[src/logic/fpe_defines.svh]
// Summary of operation
// - No hardware standby while high supply present.
// - Other peripherals unchanged in user mode.
// - Array reads invalid during program or erase.
// - Mode bits select program, erase, verify modes.
// - Flash write latches address and data; writes during a program or erase pulse are dropped.
// - Program stress only while program bit set.
// - Program verify reads latched address with bias.
// - Program targets above 32 KB are invalid.
// - Erase only while erase bit set.
// - Erase verify dummy write all ones applies bias.
`ifndef FPE_DEFINES_SVH
`define FPE_DEFINES_SVH

// ************************************************
// Register indices, byte address is index times four
// ************************************************
`define FPE_IDX_W 16
`define FPE_IDX_MODE 16'hff80
`define FPE_IDX_EBS1 16'hff82
`define FPE_IDX_EBS2 16'hff83
`define FPE_IDX_STAT 16'hff84
`define FPE_IDX_LADR 16'hff85
`define FPE_IDX_LDAT 16'hff86

// ************************************************
// Field positions and reset values
// ************************************************
`define FPE_BIT_PROG 0
`define FPE_BIT_ERASE 1
`define FPE_BIT_PV 2
`define FPE_BIT_EV 3
`define FPE_BIT_VPP 7
`define FPE_MODE_WMASK 8'h0f
`define FPE_ALL_WMASK 8'hff
`define FPE_RST_BYTE 8'h00
`define FPE_ST_ADR_ERR 0
`define FPE_ST_UPM 1
`define FPE_ST_BUSY 2
`define FPE_ST_LVALID 3
`define FPE_ST_RD_ERR 4

// ************************************************
// Flash array limits
// ************************************************
`define FPE_FADR_W 16
`define FPE_FADR_TOP 16'h7fff
`define FPE_DUMMY_ONES 8'hff
`define FPE_ZERO_BYTE 8'h00
`define FPE_ZERO_WORD 32'h0000_0000

`endif

[src/logic/fpe_pkg.sv]
`include "fpe_defines.svh"
`default_nettype none
package fpe_pkg;
	// Classic Wishbone request from the master
	typedef struct packed {
		logic cyc;
		logic stb;
		logic we;
		logic [17:0] adr;
		logic [3:0] sel;
		logic [31:0] dat;
	} fpe_wb_req_t;

	// CPU access into the flash window
	typedef struct packed {
		logic stb;
		logic we;
		logic [`FPE_FADR_W-1:0] adr;
		logic [7:0] dat;
	} fpe_fl_req_t;

	// Controls toward the flash array macro
	typedef struct packed {
		logic prog;
		logic erase;
		logic pv_bias;
		logic ev_bias;
		logic [15:0] blk_sel;
		logic [`FPE_FADR_W-1:0] adr;
		logic [7:0] dat;
	} fpe_arr_ctl_t;
endpackage : fpe_pkg
`default_nettype wire

[src/logic/fpe_reg8.sv]
`include "fpe_defines.svh"
`default_nettype none
module fpe_reg8 #(
	parameter logic [7:0] RST_VAL = `FPE_RST_BYTE,
	parameter logic [7:0] WMASK = `FPE_ALL_WMASK
) (
	input wire logic clk_i,
	input wire logic rst_i,
	input wire logic ce_i,
	input wire logic we_i,
	input wire logic [7:0] d_i,
	input wire logic [7:0] clr_i,
	output logic [7:0] q_o
);
	import fpe_pkg::*;

	logic [7:0] val_reg;
	logic [7:0] val_next;

	// Clear wins over a write: the clear is a safety drop
	always_comb begin
		val_next = val_reg;
		if (we_i) begin
			val_next = (d_i & WMASK) | (val_reg & ~WMASK);
		end
		val_next = val_next & ~clr_i;
	end

	// Storage, frozen while clock enable is low
	always_ff @(posedge clk_i) begin
		if (rst_i) begin
			val_reg <= RST_VAL;
		end else if (ce_i) begin
			val_reg <= val_next;
		end
	end

	assign q_o = val_reg;
endmodule // fpe_reg8
`default_nettype wire

[src/logic/fpe_top.sv]
// Register access over Wishbone was chosen for this implementation.
`include "fpe_defines.svh"
`default_nettype none
module fpe_top (
	input wire logic clk_i,
	input wire logic rst_i,
	input wire logic ce_i,
	// Wishbone slave
	input wire fpe_pkg::fpe_wb_req_t wb_i,
	output logic [31:0] wb_dat_o,
	output logic wb_ack_o,
	// Flash window access from the CPU
	input wire fpe_pkg::fpe_fl_req_t fl_i,
	output logic [7:0] fl_dat_o,
	output logic fl_ack_o,
	output logic fl_err_o,
	// Flash array macro
	input wire logic [7:0] arr_dat_i,
	output fpe_pkg::fpe_arr_ctl_t arr_o,
	// Mode and supply
	input wire logic rom_mode_i,
	input wire logic vpp_high_i,
	input wire logic standby_req_i,
	output logic standby_o,
	output logic user_prog_mode_o
);
	import fpe_pkg::*;

	// ************************************************
	// Wishbone decode
	// ************************************************
	logic [`FPE_IDX_W-1:0] idx;
	logic wb_go;
	logic wb_wr;
	logic hit_mode;
	logic hit_ebs1;
	logic hit_ebs2;
	logic hit_stat;
	logic ack_reg;
	logic [31:0] rdat_reg;
	logic [31:0] rdat_next;

	assign idx = wb_i.adr[17:2];
	// One access per request; ack blocks a second take
	assign wb_go = wb_i.cyc & wb_i.stb & ~ack_reg;
	// Registers are one byte wide: only lane zero is honoured, so a
	// wide store cannot spill into a neighbouring register
	assign wb_wr = wb_go & wb_i.we & wb_i.sel[0];
	assign hit_mode = (idx == `FPE_IDX_MODE);
	assign hit_ebs1 = (idx == `FPE_IDX_EBS1);
	assign hit_ebs2 = (idx == `FPE_IDX_EBS2);
	assign hit_stat = (idx == `FPE_IDX_STAT);

	// ************************************************
	// Supply and user programming mode
	// ************************************************
	logic upm_reg;
	logic arr_busy;
	logic pulse_ok;
	logic fl_busy_reg;

	// Supply level is trusted as clean; a bouncing supply would toggle
	// the mode, so filtering is left to the board
	// Entry only with ROM mode and supply, not mid access
	always_ff @(posedge clk_i) begin
		if (rst_i) begin
			upm_reg <= 1'b0;
		end else if (ce_i) begin
			if (!(rom_mode_i && vpp_high_i)) begin
				upm_reg <= 1'b0;
			end else if (!fl_busy_reg && !fl_i.stb) begin
				upm_reg <= 1'b1;
			end
		end
	end

	// Pulses need both the supply and the mode
	assign pulse_ok = upm_reg & vpp_high_i;

	// Standby is held off while the supply is high
	assign standby_o = standby_req_i & ~vpp_high_i;
	// Peripherals see only this flag, nothing else changes
	assign user_prog_mode_o = upm_reg;

	// ************************************************
	// Mode control and block select registers
	// ************************************************
	logic [7:0] mode_q;
	logic [7:0] ebs1_q;
	logic [7:0] ebs2_q;
	logic [7:0] mode_clr;

	// A pulse bit left set by a runaway routine keeps stressing cells; hardware
	// drops it only when the supply or user mode goes, the time limit is left to software
	// Losing the supply drops both pulse bits at once
	always_comb begin
		mode_clr = `FPE_ZERO_BYTE;
		if (!pulse_ok) begin
			mode_clr[`FPE_BIT_PROG] = 1'b1;
			mode_clr[`FPE_BIT_ERASE] = 1'b1;
		end
	end

	// Mode control byte: pulse bits cleared by hardware, verify bits not
	fpe_reg8 #(
		.RST_VAL(`FPE_RST_BYTE),
		.WMASK(`FPE_MODE_WMASK)
	) u_mode (
		.clk_i(clk_i),
		.rst_i(rst_i),
		.ce_i(ce_i),
		.we_i(wb_wr & hit_mode),
		.d_i(wb_i.dat[7:0]),
		.clr_i(mode_clr),
		.q_o(mode_q)
	);

	// Block select bytes, one bit per block, never cleared by hardware
	fpe_reg8 #(
		.RST_VAL(`FPE_RST_BYTE),
		.WMASK(`FPE_ALL_WMASK)
	) u_ebs1 (
		.clk_i(clk_i),
		.rst_i(rst_i),
		.ce_i(ce_i),
		.we_i(wb_wr & hit_ebs1),
		.d_i(wb_i.dat[7:0]),
		.clr_i(`FPE_ZERO_BYTE),
		.q_o(ebs1_q)
	);

	fpe_reg8 #(
		.RST_VAL(`FPE_RST_BYTE),
		.WMASK(`FPE_ALL_WMASK)
	) u_ebs2 (
		.clk_i(clk_i),
		.rst_i(rst_i),
		.ce_i(ce_i),
		.we_i(wb_wr & hit_ebs2),
		.d_i(wb_i.dat[7:0]),
		.clr_i(`FPE_ZERO_BYTE),
		.q_o(ebs2_q)
	);

	// ************************************************
	// Mode decode
	// ************************************************
	logic prog_on;
	logic erase_on;
	logic pv_on;
	logic ev_on;

	// Verify biases are masked during a pulse so cells never see both
	// Program beats erase if software sets both
	assign prog_on = mode_q[`FPE_BIT_PROG] & pulse_ok;
	assign erase_on = mode_q[`FPE_BIT_ERASE] & pulse_ok & ~prog_on;
	assign pv_on = mode_q[`FPE_BIT_PV] & ~prog_on & ~erase_on;
	assign ev_on = mode_q[`FPE_BIT_EV] & ~prog_on & ~erase_on;
	assign arr_busy = prog_on | erase_on;

	// ************************************************
	// Address and data latches
	// ************************************************
	logic [`FPE_FADR_W-1:0] ladr_reg;
	logic [7:0] ldat_reg;
	logic lvalid_reg;
	logic evb_reg;
	logic fl_go;
	logic fl_wr;
	logic adr_ok;
	logic adr_bad_set;

	assign fl_go = fl_i.stb & ~fl_busy_reg;
	assign fl_wr = fl_go & fl_i.we;
	assign adr_ok = (fl_i.adr <= `FPE_FADR_TOP);
	assign adr_bad_set = fl_wr & ~adr_ok;

	// Hazard: moving the target mid-pulse would stress a second cell;
	// such writes are dropped without an error so software can retry
	// Latches freeze during a pulse so stress stays put
	always_ff @(posedge clk_i) begin
		if (rst_i) begin
			ladr_reg <= '0;
			ldat_reg <= `FPE_ZERO_BYTE;
			lvalid_reg <= 1'b0;
		end else if (ce_i) begin
			if (fl_wr && adr_ok && !arr_busy) begin
				ladr_reg <= fl_i.adr;
				ldat_reg <= fl_i.dat;
				lvalid_reg <= 1'b1;
			end
		end
	end

	// Erase verify bias armed by an all-ones dummy write
	always_ff @(posedge clk_i) begin
		if (rst_i) begin
			evb_reg <= 1'b0;
		end else if (ce_i) begin
			if (!ev_on) begin
				evb_reg <= 1'b0;
			end else if (fl_wr && adr_ok && fl_i.dat == `FPE_DUMMY_ONES) begin
				evb_reg <= 1'b1;
			end
		end
	end

	// ************************************************
	// Array controls
	// ************************************************
	// Program stress only while the bit stands and a target is latched; erase needs its bit but no latched target
	always_comb begin
		arr_o.prog = prog_on & lvalid_reg;
		arr_o.erase = erase_on;
		arr_o.pv_bias = pv_on & lvalid_reg;
		arr_o.ev_bias = ev_on & evb_reg;
		arr_o.blk_sel = {ebs2_q, ebs1_q};
		arr_o.dat = ldat_reg;
		// Verify modes read from the latch, not the bus
		if (pv_on || ev_on || arr_busy) begin
			arr_o.adr = ladr_reg;
		end else begin
			arr_o.adr = fl_i.adr;
		end
	end

	// ************************************************
	// Flash window answers
	// ************************************************
	logic [7:0] fdat_reg;
	logic ferr_reg;
	logic rd_bad;

	// Reads during a pulse cannot return array data
	assign rd_bad = fl_go & ~fl_i.we & arr_busy;

	// Writes answer zero data: echoing the byte would look like a read
	// One cycle answer, data and error registered
	always_ff @(posedge clk_i) begin
		if (rst_i) begin
			fl_busy_reg <= 1'b0;
			fdat_reg <= `FPE_ZERO_BYTE;
			ferr_reg <= 1'b0;
		end else if (ce_i) begin
			fl_busy_reg <= fl_go;
			if (fl_go) begin
				ferr_reg <= rd_bad | adr_bad_set;
				if (fl_i.we || rd_bad) begin
					fdat_reg <= `FPE_ZERO_BYTE;
				end else begin
					fdat_reg <= arr_dat_i;
				end
			end
		end
	end

	assign fl_ack_o = fl_busy_reg;
	assign fl_dat_o = fdat_reg;
	assign fl_err_o = ferr_reg;

	// ************************************************
	// Sticky status flags
	// ************************************************
	logic adr_err_reg;
	logic rd_err_reg;
	logic stat_clr;

	// Set wins so an event in the clearing cycle is never lost
	// Write one to clear; a new event wins the same cycle
	assign stat_clr = wb_wr & hit_stat;

	always_ff @(posedge clk_i) begin
		if (rst_i) begin
			adr_err_reg <= 1'b0;
			rd_err_reg <= 1'b0;
		end else if (ce_i) begin
			if (adr_bad_set) begin
				adr_err_reg <= 1'b1;
			end else if (stat_clr && wb_i.dat[`FPE_ST_ADR_ERR]) begin
				adr_err_reg <= 1'b0;
			end
			if (rd_bad) begin
				rd_err_reg <= 1'b1;
			end else if (stat_clr && wb_i.dat[`FPE_ST_RD_ERR]) begin
				rd_err_reg <= 1'b0;
			end
		end
	end

	// ************************************************
	// Register read mux and ack
	// ************************************************
	// Supply level shows in bit seven so software can poll it before
	// setting a pulse bit; writes to that bit are ignored
	// Unmapped reads answer zero, reserved bits read zero
	always_comb begin
		rdat_next = `FPE_ZERO_WORD;
		case (idx)
			`FPE_IDX_MODE: begin
				rdat_next[7:0] = mode_q;
				rdat_next[`FPE_BIT_VPP] = vpp_high_i;
			end
			`FPE_IDX_EBS1: begin
				rdat_next[7:0] = ebs1_q;
			end
			`FPE_IDX_EBS2: begin
				rdat_next[7:0] = ebs2_q;
			end
			`FPE_IDX_STAT: begin
				rdat_next[`FPE_ST_ADR_ERR] = adr_err_reg;
				rdat_next[`FPE_ST_UPM] = upm_reg;
				rdat_next[`FPE_ST_BUSY] = arr_busy;
				rdat_next[`FPE_ST_LVALID] = lvalid_reg;
				rdat_next[`FPE_ST_RD_ERR] = rd_err_reg;
			end
			`FPE_IDX_LADR: begin
				rdat_next[`FPE_FADR_W-1:0] = ladr_reg;
			end
			`FPE_IDX_LDAT: begin
				rdat_next[7:0] = ldat_reg;
			end
			default: begin
				rdat_next = `FPE_ZERO_WORD;
			end
		endcase
	end

	// Ack one cycle after the request, dropped next cycle
	always_ff @(posedge clk_i) begin
		if (rst_i) begin
			ack_reg <= 1'b0;
			rdat_reg <= `FPE_ZERO_WORD;
		end else if (ce_i) begin
			ack_reg <= wb_go;
			if (wb_go && !wb_i.we) begin
				rdat_reg <= rdat_next;
			end
		end
	end

	assign wb_ack_o = ack_reg;
	assign wb_dat_o = rdat_reg;
endmodule // fpe_top
`default_nettype wire

[config.mk]
export PLATFORM = sky130hd
export DESIGN_NAME = fpe_top
export DESIGN_NICKNAME = d
export VERILOG_FILES = /design/src/logic/fpe_pkg.sv /design/src/logic/fpe_reg8.sv /design/src/logic/fpe_top.sv
export VERILOG_INCLUDE_DIRS = /design/src /design/src/logic
export SDC_FILE = /design/constraint.sdc
export NUM_CORES = 1
export LEC_CHECK = 0
export BUFFER_PORTS_ARGS = -buffer_cell sky130_fd_sc_hd__buf_2
export CAP_MARGIN = 5
export CORE_AREA = 2 2 99 101
export CTS_BUF_LIST = sky130_fd_sc_hd__clkbuf_16
export DETAILED_ROUTE_END_ITERATION = 16
export DIE_AREA = 0 0 101 103
export GPL_ROUTABILITY_DRIVEN = 1
export MAX_ROUTING_LAYER = met4
export PLACE_DENSITY = 0.75
export SLEW_MARGIN = 15
export SYNTH_ARGS = -nofsm -noshare
export SYNTH_HDL_FRONTEND = slang
export SYNTH_SLANG_ARGS = --single-unit
export TNS_END_PERCENT = 100
[constraint.sdc]
create_clock -name clk_i -period 2.65 [get_ports clk_i]
set_input_delay 0.53 -clock clk_i [delete_from_list [all_inputs] [get_ports clk_i]]
set_output_delay 0.53 -clock clk_i [all_outputs]
set_load 0.05 [all_outputs]
Word-level counts from Yosys, hierarchy flattened. Cells that the tools add are included.

Bits in registers: 80. Input port bits: 97. Output and inout bits: 89. Logic and storage cells: 103.

$lt $le $gt $ge: 1. Eq/ne operators: 9. Muxes and demuxes: 15. Bitwise gates (word level): 37. Reduce and logical (&&, ||, !) cells: 26.

Operator list (count): $eq A16 B16 Y1 const B (6); $pmux W5 S6 (1); $and A1 B1 Y1 (25); $mux W8 (3); $reduce_and A2 Y1 (9); $le A16 B15 Y1 const B (1); $mux W16 (1); $pmux W3 S5 (1); $and A8 B8 Y8 (1); $eq A8 B8 Y1 const B (1); $logic_and A1 B1 Y1 (8); $mux W1 (8); $not A2 Y8 (1); $or A4 B8 Y8 (1); $not A1 Y1 (7); $logic_not A1 Y1 (4); $ne A2 B1 Y1 const B (2); $reduce_bool A2 Y1 (2); $logic_or A1 B1 Y1 (3); $mux W2 (1); $or A1 B1 Y1 (2).

Logic depth before layout (Yosys ltp).
Depth in word-level cells: 9. Mapped depth: 8. Gate-level depth less buffers: 5.

Modules after synthesis. A second synthesis with hierarchy kept.

Cells, all modules: 457. Area total of the unflattened synthesis: 4141.5 um^2.

Modules (own cells, without submodules): fpe_top (instances 1, cells each 337, area an instance 2954.1 um^2, seq. area each 1121.1 um^2); fpe_reg8 (u_ebs1 ...) (instances 2, cells each 43, area an instance 421.7 um^2, seq. area each 160.2 um^2); fpe_reg8 (u_mode) (instances 1, cells each 34, area an instance 344.1 um^2, seq. area each 160.2 um^2).

Worst setup path before layout. No wires, ideal clock.

Kind: register -> output. From: register upm_reg (netlist: user_prog_mode_o). To: output arr_o[13] (netlist name). Arrival time: 2.290 ns. Data required time: 2.120 ns. Slack: -0.170 ns. Stages on the path, launching flop included: 7. Buffers on the path: 2. Path through: dfxtp_1 > nand2_1 > nor2_1 > or3_1 > clkbuf_1 > clkbuf_1 > mux2_2.

RTL lines: from (decl) (line fpe_top.sv:57) `logic upm_reg;`; from (signal assigned) (line fpe_top.sv:67) `upm_reg <= 1'b0;`; from (signal assigned) (line fpe_top.sv:70) `upm_reg <= 1'b0;`; from (signal assigned) (line fpe_top.sv:72) `upm_reg <= 1'b1;`; to (decl) (line fpe_top.sv:19) `output fpe_pkg::fpe_arr_ctl_t arr_o,`.

==> flow_summary.toml <==
[place]
dp_hpwl_mm = 8.05
place_ws_ns = 0.194
dp_cells = 657
place_area_um2 = 4380
gp_congestion = 0.900
portBuffers = 140

[detailed_routing]
vias_per_cell = 5.25
vias = 3529
routed_wl_mm = 10.9
drt_iter0_drc = 157
drtAntennaViolNets = 0
drc = 0
first_pass_iters = 4
wl_per_cell_um = 16.3

[finish]
final_cell_count_no_fill = 672
antenna_cells = 0
design_area_um2 = 4660
nets = 651
layout-drive-gt1-share_pct = 35.7
fillers = 910
area_growth_pct = 28.9

[yosys]
synth_xor_area_share_pct = 0
async_flop_share_pct = 0
synth_top_family_by_area = "simple AND/OR/NAND/NOR gates"
synth-compound-area-share_pct = 13.9
synth_commonest_cells = "dfxtp_1 (76), nand2_1 (69), nor2_1 (45)"
netlist_area_um2 = 3620
ys_top_cells_by_area = "dfxtp_1 (42%), mux2_2 (7.2%), nand2_1 (7.2%), mux2i_1 (6.1%), a21oi_1 (5.5%)"
synth_edf_count = 0
syn_avg_cell_area_um2 = 8.65
ys.flop_type = "dfxtp_1"
synth.largest_area_cell = "dfxtp_1"
ys_seq_area_share_pct = 42.1
ys_seq_elements = 76
synthDistinctLibCells = 41
yosysMostFrequentCell = "dfxtp_1"
synthesis.instances = 418
synthAdderAreaFrac_pct = 0
yosysWarnings = 0
synth.area.mux_share_pct = 13.3
yosys.area_share.simple_pct = 24.0
synth_top_area_share_pct = 42.1

[clocking]
cts_max_level = 3
clk_pin_slew_ns = 0.05
cts-root-buf = "clkbuf_16"
post-cts-setup-buffers = 0
insertion_delay_ns = 0.33
ctsHoldBuffers = 0
cts_tree = "done"
cts-buffers-inserted = 9
ctsResizeCount = 0
cts.sinks = 76
max-clock-path-buffers = 2

[worst_setup_path]
critical_path.max_fanout = 16
crit_start = "user_prog_mode_o$_SDFFE_PP0P_"
cp-start-kind = "flip-flop"
crit_chain = "nand2_1 -> nor2_1 -> or3_1 -> buf_4 -> mux2_2 -> buf_2"
cp-end-kind = "output pin"
crit_arrival_ns = 1.99
cp_slowest_stage_delay_ns = 0.38
critPathSlowestCell = "mux2_2"
required_ns = 2.12
crit_type = "reg -> out"
r2r_start = "wb_ack_o$_SDFFE_PP0P_"

[power_and_ir_drop]
irDropWorstVdd_uv = 351
power_density_nw_per_um2 = 580
leakage_nw = 1.98

[run_status]
outcome = "finished, final reports clean"

[floorplan]
fp.dieArea_um2 = 10400
die_y_um = 103
initial_utilization_pct = 38.2
core_um2 = 9460
rows = 36
die_w_um = 101
io_pins = 186

[timing]
finalSetupTns_ns = 0
timing.slew.headroom_pct = 39.9
hold_viol = 0
fmax_mhz = 397
fin_crit_sh_pct = 95.1
worst_slack_ns = 0.131
rsz0062_at_grt = "no"
max_slew.worst_pin.slew_ns = 0.901
setup-violations-final = 0
maxSlewViolCount = 0
finalClockSkew_ns = 0.00591
finalCriticalPeriod_ns = 2.52

[run]
drv_cap = 0

[global_route]
antenna_found_initial = 0
grtUsageTotal_pct = 21.2
grt_pass1_vias = 3276
grt_max_degree = 49
overflow = 0
grt_pass1_wl_mm = 16.5

[min_path]
hp-start = "arr_dat_i[4]"
worstHoldPathType = "in -> reg"
-- worst paths after layout --
kind	endpoint	cells past startpoint	slack, ns
worst max-delay path	arr_o[10]	6	0.13
worst min-delay path	fl_dat_o[4]$_SDFFE_PP0P_	3	0.44
worst max register to register	u_mode.q_o[1]$_SDFFE_PP0P_	5	0.49
worst min register to register	wb_dat_o[9]$_SDFFE_PP0P_	2	0.45
-- metrics by stage --
| stage | power (mW) | hold WS, ns | utilization, % |
|---|---|---|---|
| 6_report | 2.71 | 0.437 | 49.3 |
| 4_1_cts | 2.73 | 0.429 | 49.3 |
| 3_5_place_dp | 1.55 | 0.445 | 46.3 |
| 3_3_place_gp | 1.54 | 0.439 | 46.3 |
| 5_1_grt | 2.81 | 0.437 | 49.3 |
| 2_1_floorplan | 1.45 | 0.446 | - |
-- kinds of logic after synthesis --
kind of cell,count (synthesis)
mux,45
buf+inv,43
other cells,1
simple gates,173
compound gates,80
flops,76
-- layout by cell type (no fill, tap or decap), types with 4 or more instances in the layout --
cell type,netlist,final
a211oi_1,9,9
a21oi_1,40,40
a221oi_1,4,4
a22o_1,4,4
a22oi_1,12,12
buf_2,0,140
buf_4,17,13
clkbuf_16,0,9
conb_1,1,16
dfxtp_1,76,75
mux2_2,23,23
mux2i_1,22,22
nand2_1,69,69
nand2b_1,4,4
nand3_1,12,12
nor2_1,45,45
nor2b_1,5,5
nor3_1,5,4
nor4_1,4,4
o21ai_0,5,5
or3_1,4,4
-- power by group --
part | switching (mW) | total (mW) | leakage (nW) | internal [mW]
Sequential | 0.0131 | 1.17 | 0.615 | 1.16
Combinational | 0.254 | 0.350 | 1.23 | 0.0963
Clock | 0.467 | 1.18 | 0.138 | 0.715
-- final cells by class --
cell class,count,area [um^2],share of cell area (%)
Multi-Input combinational cell,314,1920,41.1
Sequential cell,76,1520,32.7
Timing Repair Buffer,153,798,17.1
Clock buffer,9,225,4.83
Tap cell,114,143,3.06
Clock inverter,6,56.3,1.21
-- per-layer routing --
layer	up-vias	GRT usage, %	part of all wire (%)
li1	1716	-	-
met5	-	-	0
met1	1666	26.6	44
met2	134	34.9	49
met3	13	4.00	6.0
met4	0	6.55	1.1
-- critical path, delay by kind of cell (launching register included) --
| kind | cells | cell delay (ns) |
|---|---|---|
| buf+inv | 2 | 0.47 |
| flops | 1 | 0.37 |
| mux | 1 | 0.38 |
| simple gates | 3 | 0.42 |
(Power assumes the default switching activity.)
